### src/design/icf_pkg.sv
// Constants and carrier types of the interrupt control and flag registers
package icf_pkg;

    // ==================================================
    // Register byte addresses
    localparam logic [7:0] ICF_OFS_EDGE = 8'h00;
    localparam logic [7:0] ICF_OFS_CTL0 = 8'h04;
    localparam logic [7:0] ICF_OFS_CTL1 = 8'h08;
    localparam logic [7:0] ICF_OFS_CTL2 = 8'h0C;
    localparam logic [7:0] ICF_OFS_EVT_STAT = 8'h10;
    localparam logic [7:0] ICF_OFS_EVT_MASK = 8'h14;

    // ==================================================
    // Reset values
    localparam logic [7:0] ICF_RST_BYTE = 8'h00;
    localparam logic [8:0] ICF_RST_SRC = 9'h000;

    // ==================================================
    // Edge-select field positions and codes
    localparam int ICF_EDGE_PIN0_LSB = 0;
    localparam int ICF_EDGE_PIN1_LSB = 2;
    localparam logic [1:0] ICF_EDGE_OFF = 2'h0;
    localparam logic [1:0] ICF_EDGE_RISE = 2'h1;
    localparam logic [1:0] ICF_EDGE_FALL = 2'h2;
    localparam logic [1:0] ICF_EDGE_BOTH = 2'h3;

    // ==================================================
    // First control register bit positions
    localparam int ICF_C0_GLOBAL_EN = 0;
    localparam int ICF_C0_PIN0_EN = 1;
    localparam int ICF_C0_PIN1_EN = 2;
    localparam int ICF_C0_SERIAL_EN = 3;
    localparam int ICF_C0_PIN0_FLAG = 4;
    localparam int ICF_C0_PIN1_FLAG = 5;
    localparam int ICF_C0_SERIAL_FLAG = 6;

    // ==================================================
    // Second control register bit positions
    localparam int ICF_C1_GRP2_EN = 0;
    localparam int ICF_C1_GRP0_EN = 1;
    localparam int ICF_C1_GRP1_EN = 2;
    localparam int ICF_C1_CONV_EN = 3;
    localparam int ICF_C1_GRP2_FLAG = 4;
    localparam int ICF_C1_GRP0_FLAG = 5;
    localparam int ICF_C1_GRP1_FLAG = 6;
    localparam int ICF_C1_CONV_FLAG = 7;

    // ==================================================
    // Time-base register bit positions
    localparam int ICF_C2_TICK0_EN = 0;
    localparam int ICF_C2_TICK1_EN = 1;
    localparam int ICF_C2_TICK0_FLAG = 4;
    localparam int ICF_C2_TICK1_FLAG = 5;

    // ==================================================
    // Source index in flag, enable, status and mask vectors
    localparam int ICF_NSRC = 9;
    localparam int ICF_SRC_PIN0 = 0;
    localparam int ICF_SRC_PIN1 = 1;
    localparam int ICF_SRC_SERIAL = 2;
    localparam int ICF_SRC_CONV = 3;
    localparam int ICF_SRC_GRP0 = 4;
    localparam int ICF_SRC_GRP1 = 5;
    localparam int ICF_SRC_GRP2 = 6;
    localparam int ICF_SRC_TICK0 = 7;
    localparam int ICF_SRC_TICK1 = 8;

    // Request pulses from the on-chip sources
    typedef struct packed {
        logic serial_if;
        logic converter;
        logic [2:0] group;
        logic [1:0] tick;
    } icf_src_evt_t;

endpackage

### src/design/icf_pin_edge.sv
// Pin synchroniser and selectable edge detector
`timescale 1ns/1ns
`default_nettype none
module icf_pin_edge (
    input wire logic clk_i,
    input wire logic rst_i,
    input wire logic pin_i,
    input wire logic [1:0] edge_sel_i,
    output logic hit_o
);
    import icf_pkg::*;

    logic sync1_r;
    logic sync2_r;
    logic prev_r;
    logic rise;
    logic fall;

    // ==================================================
    // Two-stage synchroniser, then one history stage
    always_ff @(posedge clk_i) begin
        if (rst_i) begin
            sync1_r <= 1'b0;
            sync2_r <= 1'b0;
            prev_r <= 1'b0;
        end else begin
            sync1_r <= pin_i;
            sync2_r <= sync1_r;
            prev_r <= sync2_r;
        end
    end

    assign rise = sync2_r & ~prev_r;
    assign fall = ~sync2_r & prev_r;

    // ==================================================
    // Edge selection
    always_comb begin
        case (edge_sel_i)
            ICF_EDGE_OFF: hit_o = 1'b0;
            ICF_EDGE_RISE: hit_o = rise;
            ICF_EDGE_FALL: hit_o = fall;
            ICF_EDGE_BOTH: hit_o = rise | fall;
            default: hit_o = 1'b0;
        endcase
    end

endmodule
`default_nettype wire

### src/design/icf_req_flag.sv
// One request flag: set by hardware, written by software, set wins
`timescale 1ns/1ns
`default_nettype none
module icf_req_flag (
    input wire logic clk_i,
    input wire logic rst_i,
    input wire logic set_i,
    input wire logic wr_i,
    input wire logic wdata_i,
    output logic q_o
);
    import icf_pkg::*;

    logic q_r;

    always_ff @(posedge clk_i) begin
        if (rst_i) begin
            q_r <= 1'b0;
        end else if (set_i) begin
            q_r <= 1'b1;
        end else if (wr_i) begin
            q_r <= wdata_i;
        end
    end

    assign q_o = q_r;

endmodule
`default_nettype wire

### src/design/icf_irq_ctrl.sv
// Interrupt controller control and flag registers with APB slave
`timescale 1ns/1ns
`default_nettype none
module icf_irq_ctrl (
    input wire logic clk_i,
    input wire logic rst_i,
    // APB slave
    input wire logic psel_i,
    input wire logic penable_i,
    input wire logic pwrite_i,
    input wire logic [7:0] paddr_i,
    input wire logic [31:0] pwdata_i,
    input wire logic [3:0] pstrb_i,
    output logic [31:0] prdata_o,
    output logic pready_o,
    output logic pslverr_o,
    // Sources
    input wire logic ext_pin_zero_i,
    input wire logic ext_pin_one_i,
    input wire icf_pkg::icf_src_evt_t src_evt_i,
    // Towards the CPU
    output logic [icf_pkg::ICF_NSRC-1:0] irq_req_o,
    output logic cpu_irq_o,
    output logic evt_irq_o
);
    import icf_pkg::*;

    // ==================================================
    // Declarations
    logic [3:0] edge_sel_r;
    logic global_irq_en_r;
    logic [ICF_NSRC-1:0] src_en_r;
    logic [ICF_NSRC-1:0] flag;
    logic [ICF_NSRC-1:0] flag_set;
    logic [ICF_NSRC-1:0] flag_wr;
    logic [ICF_NSRC-1:0] flag_wd;
    logic [ICF_NSRC-1:0] evt_stat_r;
    logic [ICF_NSRC-1:0] evt_mask_r;
    logic [ICF_NSRC-1:0] irq_req_r;
    logic cpu_irq_r;
    logic evt_irq_r;
    logic [31:0] prdata_r;
    logic pready_r;
    logic pslverr_r;
    logic pin0_hit;
    logic pin1_hit;
    logic setup_ph;
    logic wr_acc;
    logic byte0_wr;
    logic [7:0] wb;
    logic hit_edge;
    logic hit_c0;
    logic hit_c1;
    logic hit_c2;
    logic hit_stat;
    logic hit_mask;
    logic addr_ok;
    logic [31:0] rdata_nxt;
    logic [7:0] edge_rd;
    logic [7:0] c0_rd;
    logic [7:0] c1_rd;
    logic [7:0] c2_rd;

    // ==================================================
    // APB decode
    assign setup_ph = psel_i & ~penable_i;
    assign wr_acc = psel_i & penable_i & pready_r & pwrite_i & ~pslverr_r;
    assign byte0_wr = wr_acc & pstrb_i[0];
    assign wb = pwdata_i[7:0];
    assign hit_edge = (paddr_i == ICF_OFS_EDGE);
    assign hit_c0 = (paddr_i == ICF_OFS_CTL0);
    assign hit_c1 = (paddr_i == ICF_OFS_CTL1);
    assign hit_c2 = (paddr_i == ICF_OFS_CTL2);
    assign hit_stat = (paddr_i == ICF_OFS_EVT_STAT);
    assign hit_mask = (paddr_i == ICF_OFS_EVT_MASK);
    assign addr_ok = hit_edge | hit_c0 | hit_c1 | hit_c2 | hit_stat | hit_mask;

    // ==================================================
    // External pin edge detection
    icf_pin_edge u_pin0 (
        .clk_i(clk_i),
        .rst_i(rst_i),
        .pin_i(ext_pin_zero_i),
        .edge_sel_i(edge_sel_r[ICF_EDGE_PIN0_LSB +: 2]),
        .hit_o(pin0_hit)
    );
    icf_pin_edge u_pin1 (
        .clk_i(clk_i),
        .rst_i(rst_i),
        .pin_i(ext_pin_one_i),
        .edge_sel_i(edge_sel_r[ICF_EDGE_PIN1_LSB +: 2]),
        .hit_o(pin1_hit)
    );

    // ==================================================
    // Edge-select register
    always_ff @(posedge clk_i) begin
        if (rst_i) begin
            edge_sel_r <= ICF_RST_BYTE[3:0];
        end else if (byte0_wr && hit_edge) begin
            edge_sel_r <= wb[3:0];
        end
    end

    // ==================================================
    // Global and per-source enables
    always_ff @(posedge clk_i) begin
        if (rst_i) begin
            global_irq_en_r <= 1'b0;
        end else if (byte0_wr && hit_c0) begin
            global_irq_en_r <= wb[ICF_C0_GLOBAL_EN];
        end
    end

    always_ff @(posedge clk_i) begin
        if (rst_i) begin
            src_en_r <= ICF_RST_SRC;
        end else if (byte0_wr) begin
            if (hit_c0) begin
                src_en_r[ICF_SRC_PIN0] <= wb[ICF_C0_PIN0_EN];
                src_en_r[ICF_SRC_PIN1] <= wb[ICF_C0_PIN1_EN];
                src_en_r[ICF_SRC_SERIAL] <= wb[ICF_C0_SERIAL_EN];
            end
            if (hit_c1) begin
                src_en_r[ICF_SRC_GRP2] <= wb[ICF_C1_GRP2_EN];
                src_en_r[ICF_SRC_GRP0] <= wb[ICF_C1_GRP0_EN];
                src_en_r[ICF_SRC_GRP1] <= wb[ICF_C1_GRP1_EN];
                src_en_r[ICF_SRC_CONV] <= wb[ICF_C1_CONV_EN];
            end
            if (hit_c2) begin
                src_en_r[ICF_SRC_TICK0] <= wb[ICF_C2_TICK0_EN];
                src_en_r[ICF_SRC_TICK1] <= wb[ICF_C2_TICK1_EN];
            end
        end
    end

    // ==================================================
    // Request flag set and write terms
    always_comb begin
        flag_set = '0;
        flag_set[ICF_SRC_PIN0] = pin0_hit;
        flag_set[ICF_SRC_PIN1] = pin1_hit;
        flag_set[ICF_SRC_SERIAL] = src_evt_i.serial_if;
        flag_set[ICF_SRC_CONV] = src_evt_i.converter;
        flag_set[ICF_SRC_GRP0] = src_evt_i.group[0];
        flag_set[ICF_SRC_GRP1] = src_evt_i.group[1];
        flag_set[ICF_SRC_GRP2] = src_evt_i.group[2];
        flag_set[ICF_SRC_TICK0] = src_evt_i.tick[0];
        flag_set[ICF_SRC_TICK1] = src_evt_i.tick[1];
    end

    always_comb begin
        flag_wr = '0;
        flag_wr[ICF_SRC_PIN0] = byte0_wr & hit_c0;
        flag_wr[ICF_SRC_PIN1] = byte0_wr & hit_c0;
        flag_wr[ICF_SRC_SERIAL] = byte0_wr & hit_c0;
        flag_wr[ICF_SRC_CONV] = byte0_wr & hit_c1;
        flag_wr[ICF_SRC_GRP0] = byte0_wr & hit_c1;
        flag_wr[ICF_SRC_GRP1] = byte0_wr & hit_c1;
        flag_wr[ICF_SRC_GRP2] = byte0_wr & hit_c1;
        flag_wr[ICF_SRC_TICK0] = byte0_wr & hit_c2;
        flag_wr[ICF_SRC_TICK1] = byte0_wr & hit_c2;
    end

    always_comb begin
        flag_wd = '0;
        flag_wd[ICF_SRC_PIN0] = wb[ICF_C0_PIN0_FLAG];
        flag_wd[ICF_SRC_PIN1] = wb[ICF_C0_PIN1_FLAG];
        flag_wd[ICF_SRC_SERIAL] = wb[ICF_C0_SERIAL_FLAG];
        flag_wd[ICF_SRC_CONV] = wb[ICF_C1_CONV_FLAG];
        flag_wd[ICF_SRC_GRP0] = wb[ICF_C1_GRP0_FLAG];
        flag_wd[ICF_SRC_GRP1] = wb[ICF_C1_GRP1_FLAG];
        flag_wd[ICF_SRC_GRP2] = wb[ICF_C1_GRP2_FLAG];
        flag_wd[ICF_SRC_TICK0] = wb[ICF_C2_TICK0_FLAG];
        flag_wd[ICF_SRC_TICK1] = wb[ICF_C2_TICK1_FLAG];
    end

    // ==================================================
    // Flags stay set until software writes zero
    genvar gi;
    generate
        for (gi = 0; gi < ICF_NSRC; gi++) begin : g_flag
            icf_req_flag u_flag (
                .clk_i(clk_i),
                .rst_i(rst_i),
                .set_i(flag_set[gi]),
                .wr_i(flag_wr[gi]),
                .wdata_i(flag_wd[gi]),
                .q_o(flag[gi])
            );
        end
    endgenerate

    // ==================================================
    // Event status (write one to clear, set wins)
    always_ff @(posedge clk_i) begin
        if (rst_i) begin
            evt_stat_r <= ICF_RST_SRC;
        end else if (byte0_wr && hit_stat) begin
            evt_stat_r <= (evt_stat_r & ~{pwdata_i[ICF_NSRC-1:0]}) | flag_set;
        end else begin
            evt_stat_r <= evt_stat_r | flag_set;
        end
    end

    // ==================================================
    // Event mask
    always_ff @(posedge clk_i) begin
        if (rst_i) begin
            evt_mask_r <= ICF_RST_SRC;
        end else if (byte0_wr && hit_mask) begin
            evt_mask_r <= pwdata_i[ICF_NSRC-1:0];
        end
    end

    // ==================================================
    // Interrupt outputs
    always_ff @(posedge clk_i) begin
        if (rst_i) begin
            irq_req_r <= ICF_RST_SRC;
        end else begin
            irq_req_r <= flag & src_en_r & {ICF_NSRC{global_irq_en_r}};
        end
    end

    always_ff @(posedge clk_i) begin
        if (rst_i) begin
            cpu_irq_r <= 1'b0;
        end else begin
            cpu_irq_r <= global_irq_en_r & |(flag & src_en_r);
        end
    end

    // ==================================================
    // Event interrupt: any unmasked status bit
    always_ff @(posedge clk_i) begin
        if (rst_i) begin
            evt_irq_r <= 1'b0;
        end else begin
            evt_irq_r <= |(evt_stat_r & evt_mask_r);
        end
    end

    // ==================================================
    // Read views
    always_comb begin
        edge_rd = '0;
        edge_rd[3:0] = edge_sel_r;
        c0_rd = '0;
        c0_rd[ICF_C0_GLOBAL_EN] = global_irq_en_r;
        c0_rd[ICF_C0_PIN0_EN] = src_en_r[ICF_SRC_PIN0];
        c0_rd[ICF_C0_PIN1_EN] = src_en_r[ICF_SRC_PIN1];
        c0_rd[ICF_C0_SERIAL_EN] = src_en_r[ICF_SRC_SERIAL];
        c0_rd[ICF_C0_PIN0_FLAG] = flag[ICF_SRC_PIN0];
        c0_rd[ICF_C0_PIN1_FLAG] = flag[ICF_SRC_PIN1];
        c0_rd[ICF_C0_SERIAL_FLAG] = flag[ICF_SRC_SERIAL];
        c1_rd = '0;
        c1_rd[ICF_C1_GRP2_EN] = src_en_r[ICF_SRC_GRP2];
        c1_rd[ICF_C1_GRP0_EN] = src_en_r[ICF_SRC_GRP0];
        c1_rd[ICF_C1_GRP1_EN] = src_en_r[ICF_SRC_GRP1];
        c1_rd[ICF_C1_CONV_EN] = src_en_r[ICF_SRC_CONV];
        c1_rd[ICF_C1_GRP2_FLAG] = flag[ICF_SRC_GRP2];
        c1_rd[ICF_C1_GRP0_FLAG] = flag[ICF_SRC_GRP0];
        c1_rd[ICF_C1_GRP1_FLAG] = flag[ICF_SRC_GRP1];
        c1_rd[ICF_C1_CONV_FLAG] = flag[ICF_SRC_CONV];
        c2_rd = '0;
        c2_rd[ICF_C2_TICK0_EN] = src_en_r[ICF_SRC_TICK0];
        c2_rd[ICF_C2_TICK1_EN] = src_en_r[ICF_SRC_TICK1];
        c2_rd[ICF_C2_TICK0_FLAG] = flag[ICF_SRC_TICK0];
        c2_rd[ICF_C2_TICK1_FLAG] = flag[ICF_SRC_TICK1];
    end

    // ==================================================
    // Read data select
    always_comb begin
        rdata_nxt = '0;
        if (hit_edge) begin
            rdata_nxt[7:0] = edge_rd;
        end else if (hit_c0) begin
            rdata_nxt[7:0] = c0_rd;
        end else if (hit_c1) begin
            rdata_nxt[7:0] = c1_rd;
        end else if (hit_c2) begin
            rdata_nxt[7:0] = c2_rd;
        end else if (hit_stat) begin
            rdata_nxt[ICF_NSRC-1:0] = evt_stat_r;
        end else if (hit_mask) begin
            rdata_nxt[ICF_NSRC-1:0] = evt_mask_r;
        end
    end

    // ==================================================
    // APB answer: ready in the first access cycle
    always_ff @(posedge clk_i) begin
        if (rst_i) begin
            pready_r <= 1'b0;
        end else begin
            pready_r <= setup_ph;
        end
    end

    always_ff @(posedge clk_i) begin
        if (rst_i) begin
            pslverr_r <= 1'b0;
        end else begin
            pslverr_r <= setup_ph & ~addr_ok;
        end
    end

    // ==================================================
    // Read data captured at the setup edge
    always_ff @(posedge clk_i) begin
        if (rst_i) begin
            prdata_r <= '0;
        end else if (setup_ph && !pwrite_i) begin
            prdata_r <= rdata_nxt;
        end
    end

    assign prdata_o = prdata_r;
    assign pready_o = pready_r;
    assign pslverr_o = pslverr_r;
    assign irq_req_o = irq_req_r;
    assign cpu_irq_o = cpu_irq_r;
    assign evt_irq_o = evt_irq_r;

endmodule
`default_nettype wire

### config.mk
export PLATFORM = sky130hd
export DESIGN_NAME = icf_irq_ctrl
export DESIGN_NICKNAME = d
export VERILOG_FILES = /design/src/design/icf_pkg.sv /design/src/design/icf_pin_edge.sv /design/src/design/icf_req_flag.sv /design/src/design/icf_irq_ctrl.sv
export SDC_FILE = /design/constraint.sdc
export NUM_CORES = 1
export LEC_CHECK = 0
export ABC_AREA = 1
export BUFFER_PORTS_ARGS = -buffer_cell sky130_fd_sc_hd__buf_2
export CORE_MARGIN = 2
export CORE_UTILIZATION = 46
export DETAILED_ROUTE_END_ITERATION = 8
export PLACE_DENSITY = 0.81
export SKIP_CTS_REPAIR_TIMING = 1
export SLEW_MARGIN = 20
export SYNTH_ARGS = -nofsm -noshare
export SYNTH_HDL_FRONTEND = slang
export SYNTH_SLANG_ARGS = --single-unit
### constraint.sdc
create_clock -name clk_i -period 1.35 [get_ports clk_i]
set_input_delay 0.27 -clock clk_i [delete_from_list [all_inputs] [get_ports clk_i]]
set_output_delay 0.27 -clock clk_i [all_outputs]
set_load 0.01 [all_outputs]
==> load_flow_metrics.sql <==
INSERT INTO impl_metrics (metric_group, metric, value, unit) VALUES
('drt', 'antenna_violating_nets_post_route', '0', ''),
('placement', 'dpl_worst_slack', '-265', 'ps'),
('min_path', 'hold_path.class', 'input pin to flop', ''),
('final_layout', 'layout-drive-gt1-share', '27.1', '%'),
('clock_tree', 'cts.clk_slew.worst_paths', '70', 'ps'),
('drt', 'dr_total_vias', '3205', ''),
('worst_setup_path', 'reg2reg_slack', '-220', 'ps'),
('sta', 'rsz0062_at_grt', 'yes', ''),
('sta', 'fin_setup_tns', '-4090', 'ps'),
('pwr', 'share_clk_of_total_power', '39.0', '%'),
('worst_setup_path', 'worstReg2RegStart', 'pready_o$_SDFF_PP0_', ''),
('final_layout', 'layout_commonest_cell', 'sky130_fd_sc_hd__nand2_1', ''),
('pwr', 'cellInternalPower', '2950', 'uW'),
('logic_synthesis', 'ys_warn_count', '0', ''),
('logic_synthesis', 'synth.ff_latch_count', '69', ''),
('die', 'chipWidth', '87.7', 'um'),
('min_path', 'hold_path_depth', '3', ''),
('run', 'drv_cap', '0', ''),
('global_route', 'grt_start_max_net_pins', '30', ''),
('logic_synthesis', 'netlist_area', '3220', 'um2'),
('global_route', 'grt_usage', '22.5', '%'),
('die', 'die_area', '7680', 'um2'),
('clock_tree', 'tritoncts_clock_tree', 'built', ''),
('sta', 'finalCritPeriodShare', '116', '%'),
('logic_synthesis', 'post_synth_xor_area_fraction', '0', '%'),
('worst_setup_path', 'worst_ep_arrival_time', '1850', 'ps'),
('clock_tree', 'clock-root-buffer', 'sky130_fd_sc_hd__clkbuf_8', ''),
('sta', 'total_count_of_max_transition_violations_in_the_final_report', '0', ''),
('worst_setup_path', 'req_time_crit_path', '1630', 'ps'),
('clock_tree', 'insertion_delay', '350', 'ps'),
('global_route', 'vias_in_the_first_global_route', '2959', ''),
('logic_synthesis', 'synth_top_cells_by_area', 'sky130_fd_sc_hd__dfxtp_1, sky130_fd_sc_hd__nand2_1, sky130_fd_sc_hd__a21oi_1, sky130_fd_sc_hd__inv_1, sky130_fd_sc_hd__o21ai_0', ''),
('logic_synthesis', 'share_of_the_yosys_chip_area_belonging_to_registers', '42.9', '%'),
('logic_synthesis', 'postSynthCellCount', '437', ''),
('pwr', 'sequentialPowerShare', '53.0', '%'),
('die', 'std_cell_rows', '30', ''),
('status', 'run_status', 'finished, violations left', ''),
('sta', 'hold_violations', '0', ''),
('pwr', 'power_density', '982', 'nW/um2'),
('sta', 'final.setup.worst_slack', '-218', 'ps'),
('die', 'die_height', '87.7', 'um'),
('global_route', 'antenna_found_initial', '0', ''),
('die', 'initial_core_utilization', '47.4', '%'),
('die', 'core_area', '6790', 'um2'),
('drt', 'post_drt_via_cell_ratio', '5.08', ''),
('placement', 'placed_wire_length_estimate_after_detailed_placement', '6.37', 'mm'),
('drt', 'wl_per_cell', '13.9', 'um'),
('die', 'ios', '103', ''),
('min_path', 'timing.hold.worst_endpoint', 'u_pin0.sync1_r$_SDFF_PP0_', ''),
('global_route', 'grt_first_pass_wirelength', '13.2', 'mm'),
('sta', 'fmax', '638', 'MHz'),
('final_layout', 'n_antenna_cell', '0', ''),
('worst_setup_path', 'critical_path.max_fanout', '6', ''),
('clock_tree', 'tritoncts.num_buffers', '9', ''),
('global_route', 'global_route.overflow_total', '0', ''),
('worst_setup_path', 'crit_type', 'flop to flop', ''),
('drt', 'wirelength', '8.77', 'mm'),
('sta', 'hold_slack', '118', 'ps'),
('clock_tree', 'clock_sink_count', '69', ''),
('placement', 'port_buffers', '53', ''),
('logic_synthesis', 'synth_top_area_share', '42.9', '%'),
('worst_setup_path', 'reg2reg_depth', '8', ''),
('logic_synthesis', 'synth-compound-area-share', '17.4', '%'),
('logic_synthesis', 'combinational_family_with_the_most_area_after_synthesis', 'simple AND/OR/NAND/NOR gates', ''),
('clock_tree', 'htreeDepth', '3', ''),
('status', 'violations', 'negative setup slack', ''),
('sta', 'setup_viol', '40', ''),
('pwr', 'power_switching', '1010', 'uW'),
('clock_tree', 'cts-root-to-sink-buffers', '2', ''),
('logic_synthesis', 'synth_simple_gate_area_share', '23.4', '%'),
('final_layout', 'mostFrequentLayoutCells', 'sky130_fd_sc_hd__nand2_1, sky130_fd_sc_hd__dfxtp_1, sky130_fd_sc_hd__inv_1', '');
==> worst max-delay path by stage <==
stage | startpoint | end | slack [ps] | depth (start not counted)
after global placement | paddr_i[6] | prdata_o[5]$_SDFFE_PP0P_ | -180 | 13
after detailed placement | paddr_i[5] | src_en_r[7]$_SDFFE_PP0P_ | -260 | 9
after CTS | pready_o$_SDFF_PP0_ | edge_sel_r[2]$_SDFFE_PP0P_ | -230 | 7
after floorplan | pready_o$_SDFF_PP0_ | g_flag[0].u_flag.q_o$_SDFFE_PP0P_ | -60 | 8
final | pready_o$_SDFF_PP0_ | evt_mask_r[4]$_SDFFE_PP0P_ | -220 | 8
after global routing | pready_o$_SDFF_PP0_ | evt_mask_r[4]$_SDFFE_PP0P_ | -270 | 8
==> layout make-up <==
cell class	count	area (um2)
Inverter	62	233
Clock inverter	3	20.0
Fill cell	605	2760
Tap cell	96	120
Sequential cell	69	1380
Clock buffer	13	159
Timing Repair Buffer	93	617
Multi-Input combinational cell	295	1510
==> flip-flops by register name, summed over array words and instances (netlist names) <==
register and flops:
cpu_irq_o 1, edge_sel_r 4, evt_irq_o 1, evt_mask_r 9
evt_stat_r 9, g_flag.u_flag.q_o 9, global_irq_en_r 1, irq_req_o 9
prdata_o 9, pready_o 1, pslverr_o 1, src_en_r 9
u_pin0.prev_r 1, u_pin0.sync1_r 1, u_pin0.sync2_r 1, u_pin1.prev_r 1
u_pin1.sync1_r 1, u_pin1.sync2_r 1
==> worst max-delay path, cell delays in order, from the launching register on <==
cell                      delay, ps
sky130_fd_sc_hd__dfxtp_2        340
sky130_fd_sc_hd__nand2_2         60
sky130_fd_sc_hd__nor3b_4        200
sky130_fd_sc_hd__nand3_4        170
sky130_fd_sc_hd__buf_6          160
sky130_fd_sc_hd__nor2_4         190
sky130_fd_sc_hd__buf_4          150
sky130_fd_sc_hd__o21ai_0         80
sky130_fd_sc_hd__a21oi_1        140
==> layer usage <==
metal  track usage, %  wire, um  vias to the layer above
li1                 -         -                     1552
met1             27.4      3640                     1463
met2             37.5      4190                      158
met3             3.86       616                       32
met4             12.4       328                        0
met5                0         0                        -
==> cells in the mapped netlist, drive strengths merged <==
master,number
a221oi,2
clkbuf,6
nor3b,1
nand2,79
conb,1
buf,28
nor2,53
nand3,21
a22o,1
a31oi,3
a21oi,53
o211ai,2
o22ai,1
a211oi,2
ha,4
nor3,3
inv,62
nand4,4
o21ai,41
a31o,1
dfxtp,69
==> through the flow <==
| step | utilization (%) | area, um2 | std cells | power, uW |
|---|---|---|---|---|
| finish | 59.4 | 4040 | 631 | 3970 |
| global route | 59.4 | 4040 | 631 | 4100 |
| CTS | 57.5 | 3900 | 623 | 3950 |
| detailed placement | 54.8 | 3720 | 607 | 2450 |
| global placement | 54.8 | 3720 | 607 | 2430 |
| floorplan | - | 3310 | 459 | 2350 |
==> cell families after synthesis <==
family / after synthesis
AND/OR/NAND/NOR: 161
AO/OA/AOI/OAI: 106
buffers and inverters: 96
flip-flops: 69
adder cells (fa/ha/maj): 4
other: 1
==> power groups by stage <==
stage | sequential, uW | combinational (uW) | clock (uW)
after global routing | 2100 | 348 | 1650
after CTS | 2100 | 302 | 1550
final | 2100 | 318 | 1550
after global placement | 2140 | 290 | 0
after floorplan | 2140 | 210 | 0
after detailed placement | 2150 | 300 | 0
No activity file was read; power rests on OpenSTA's default activity.
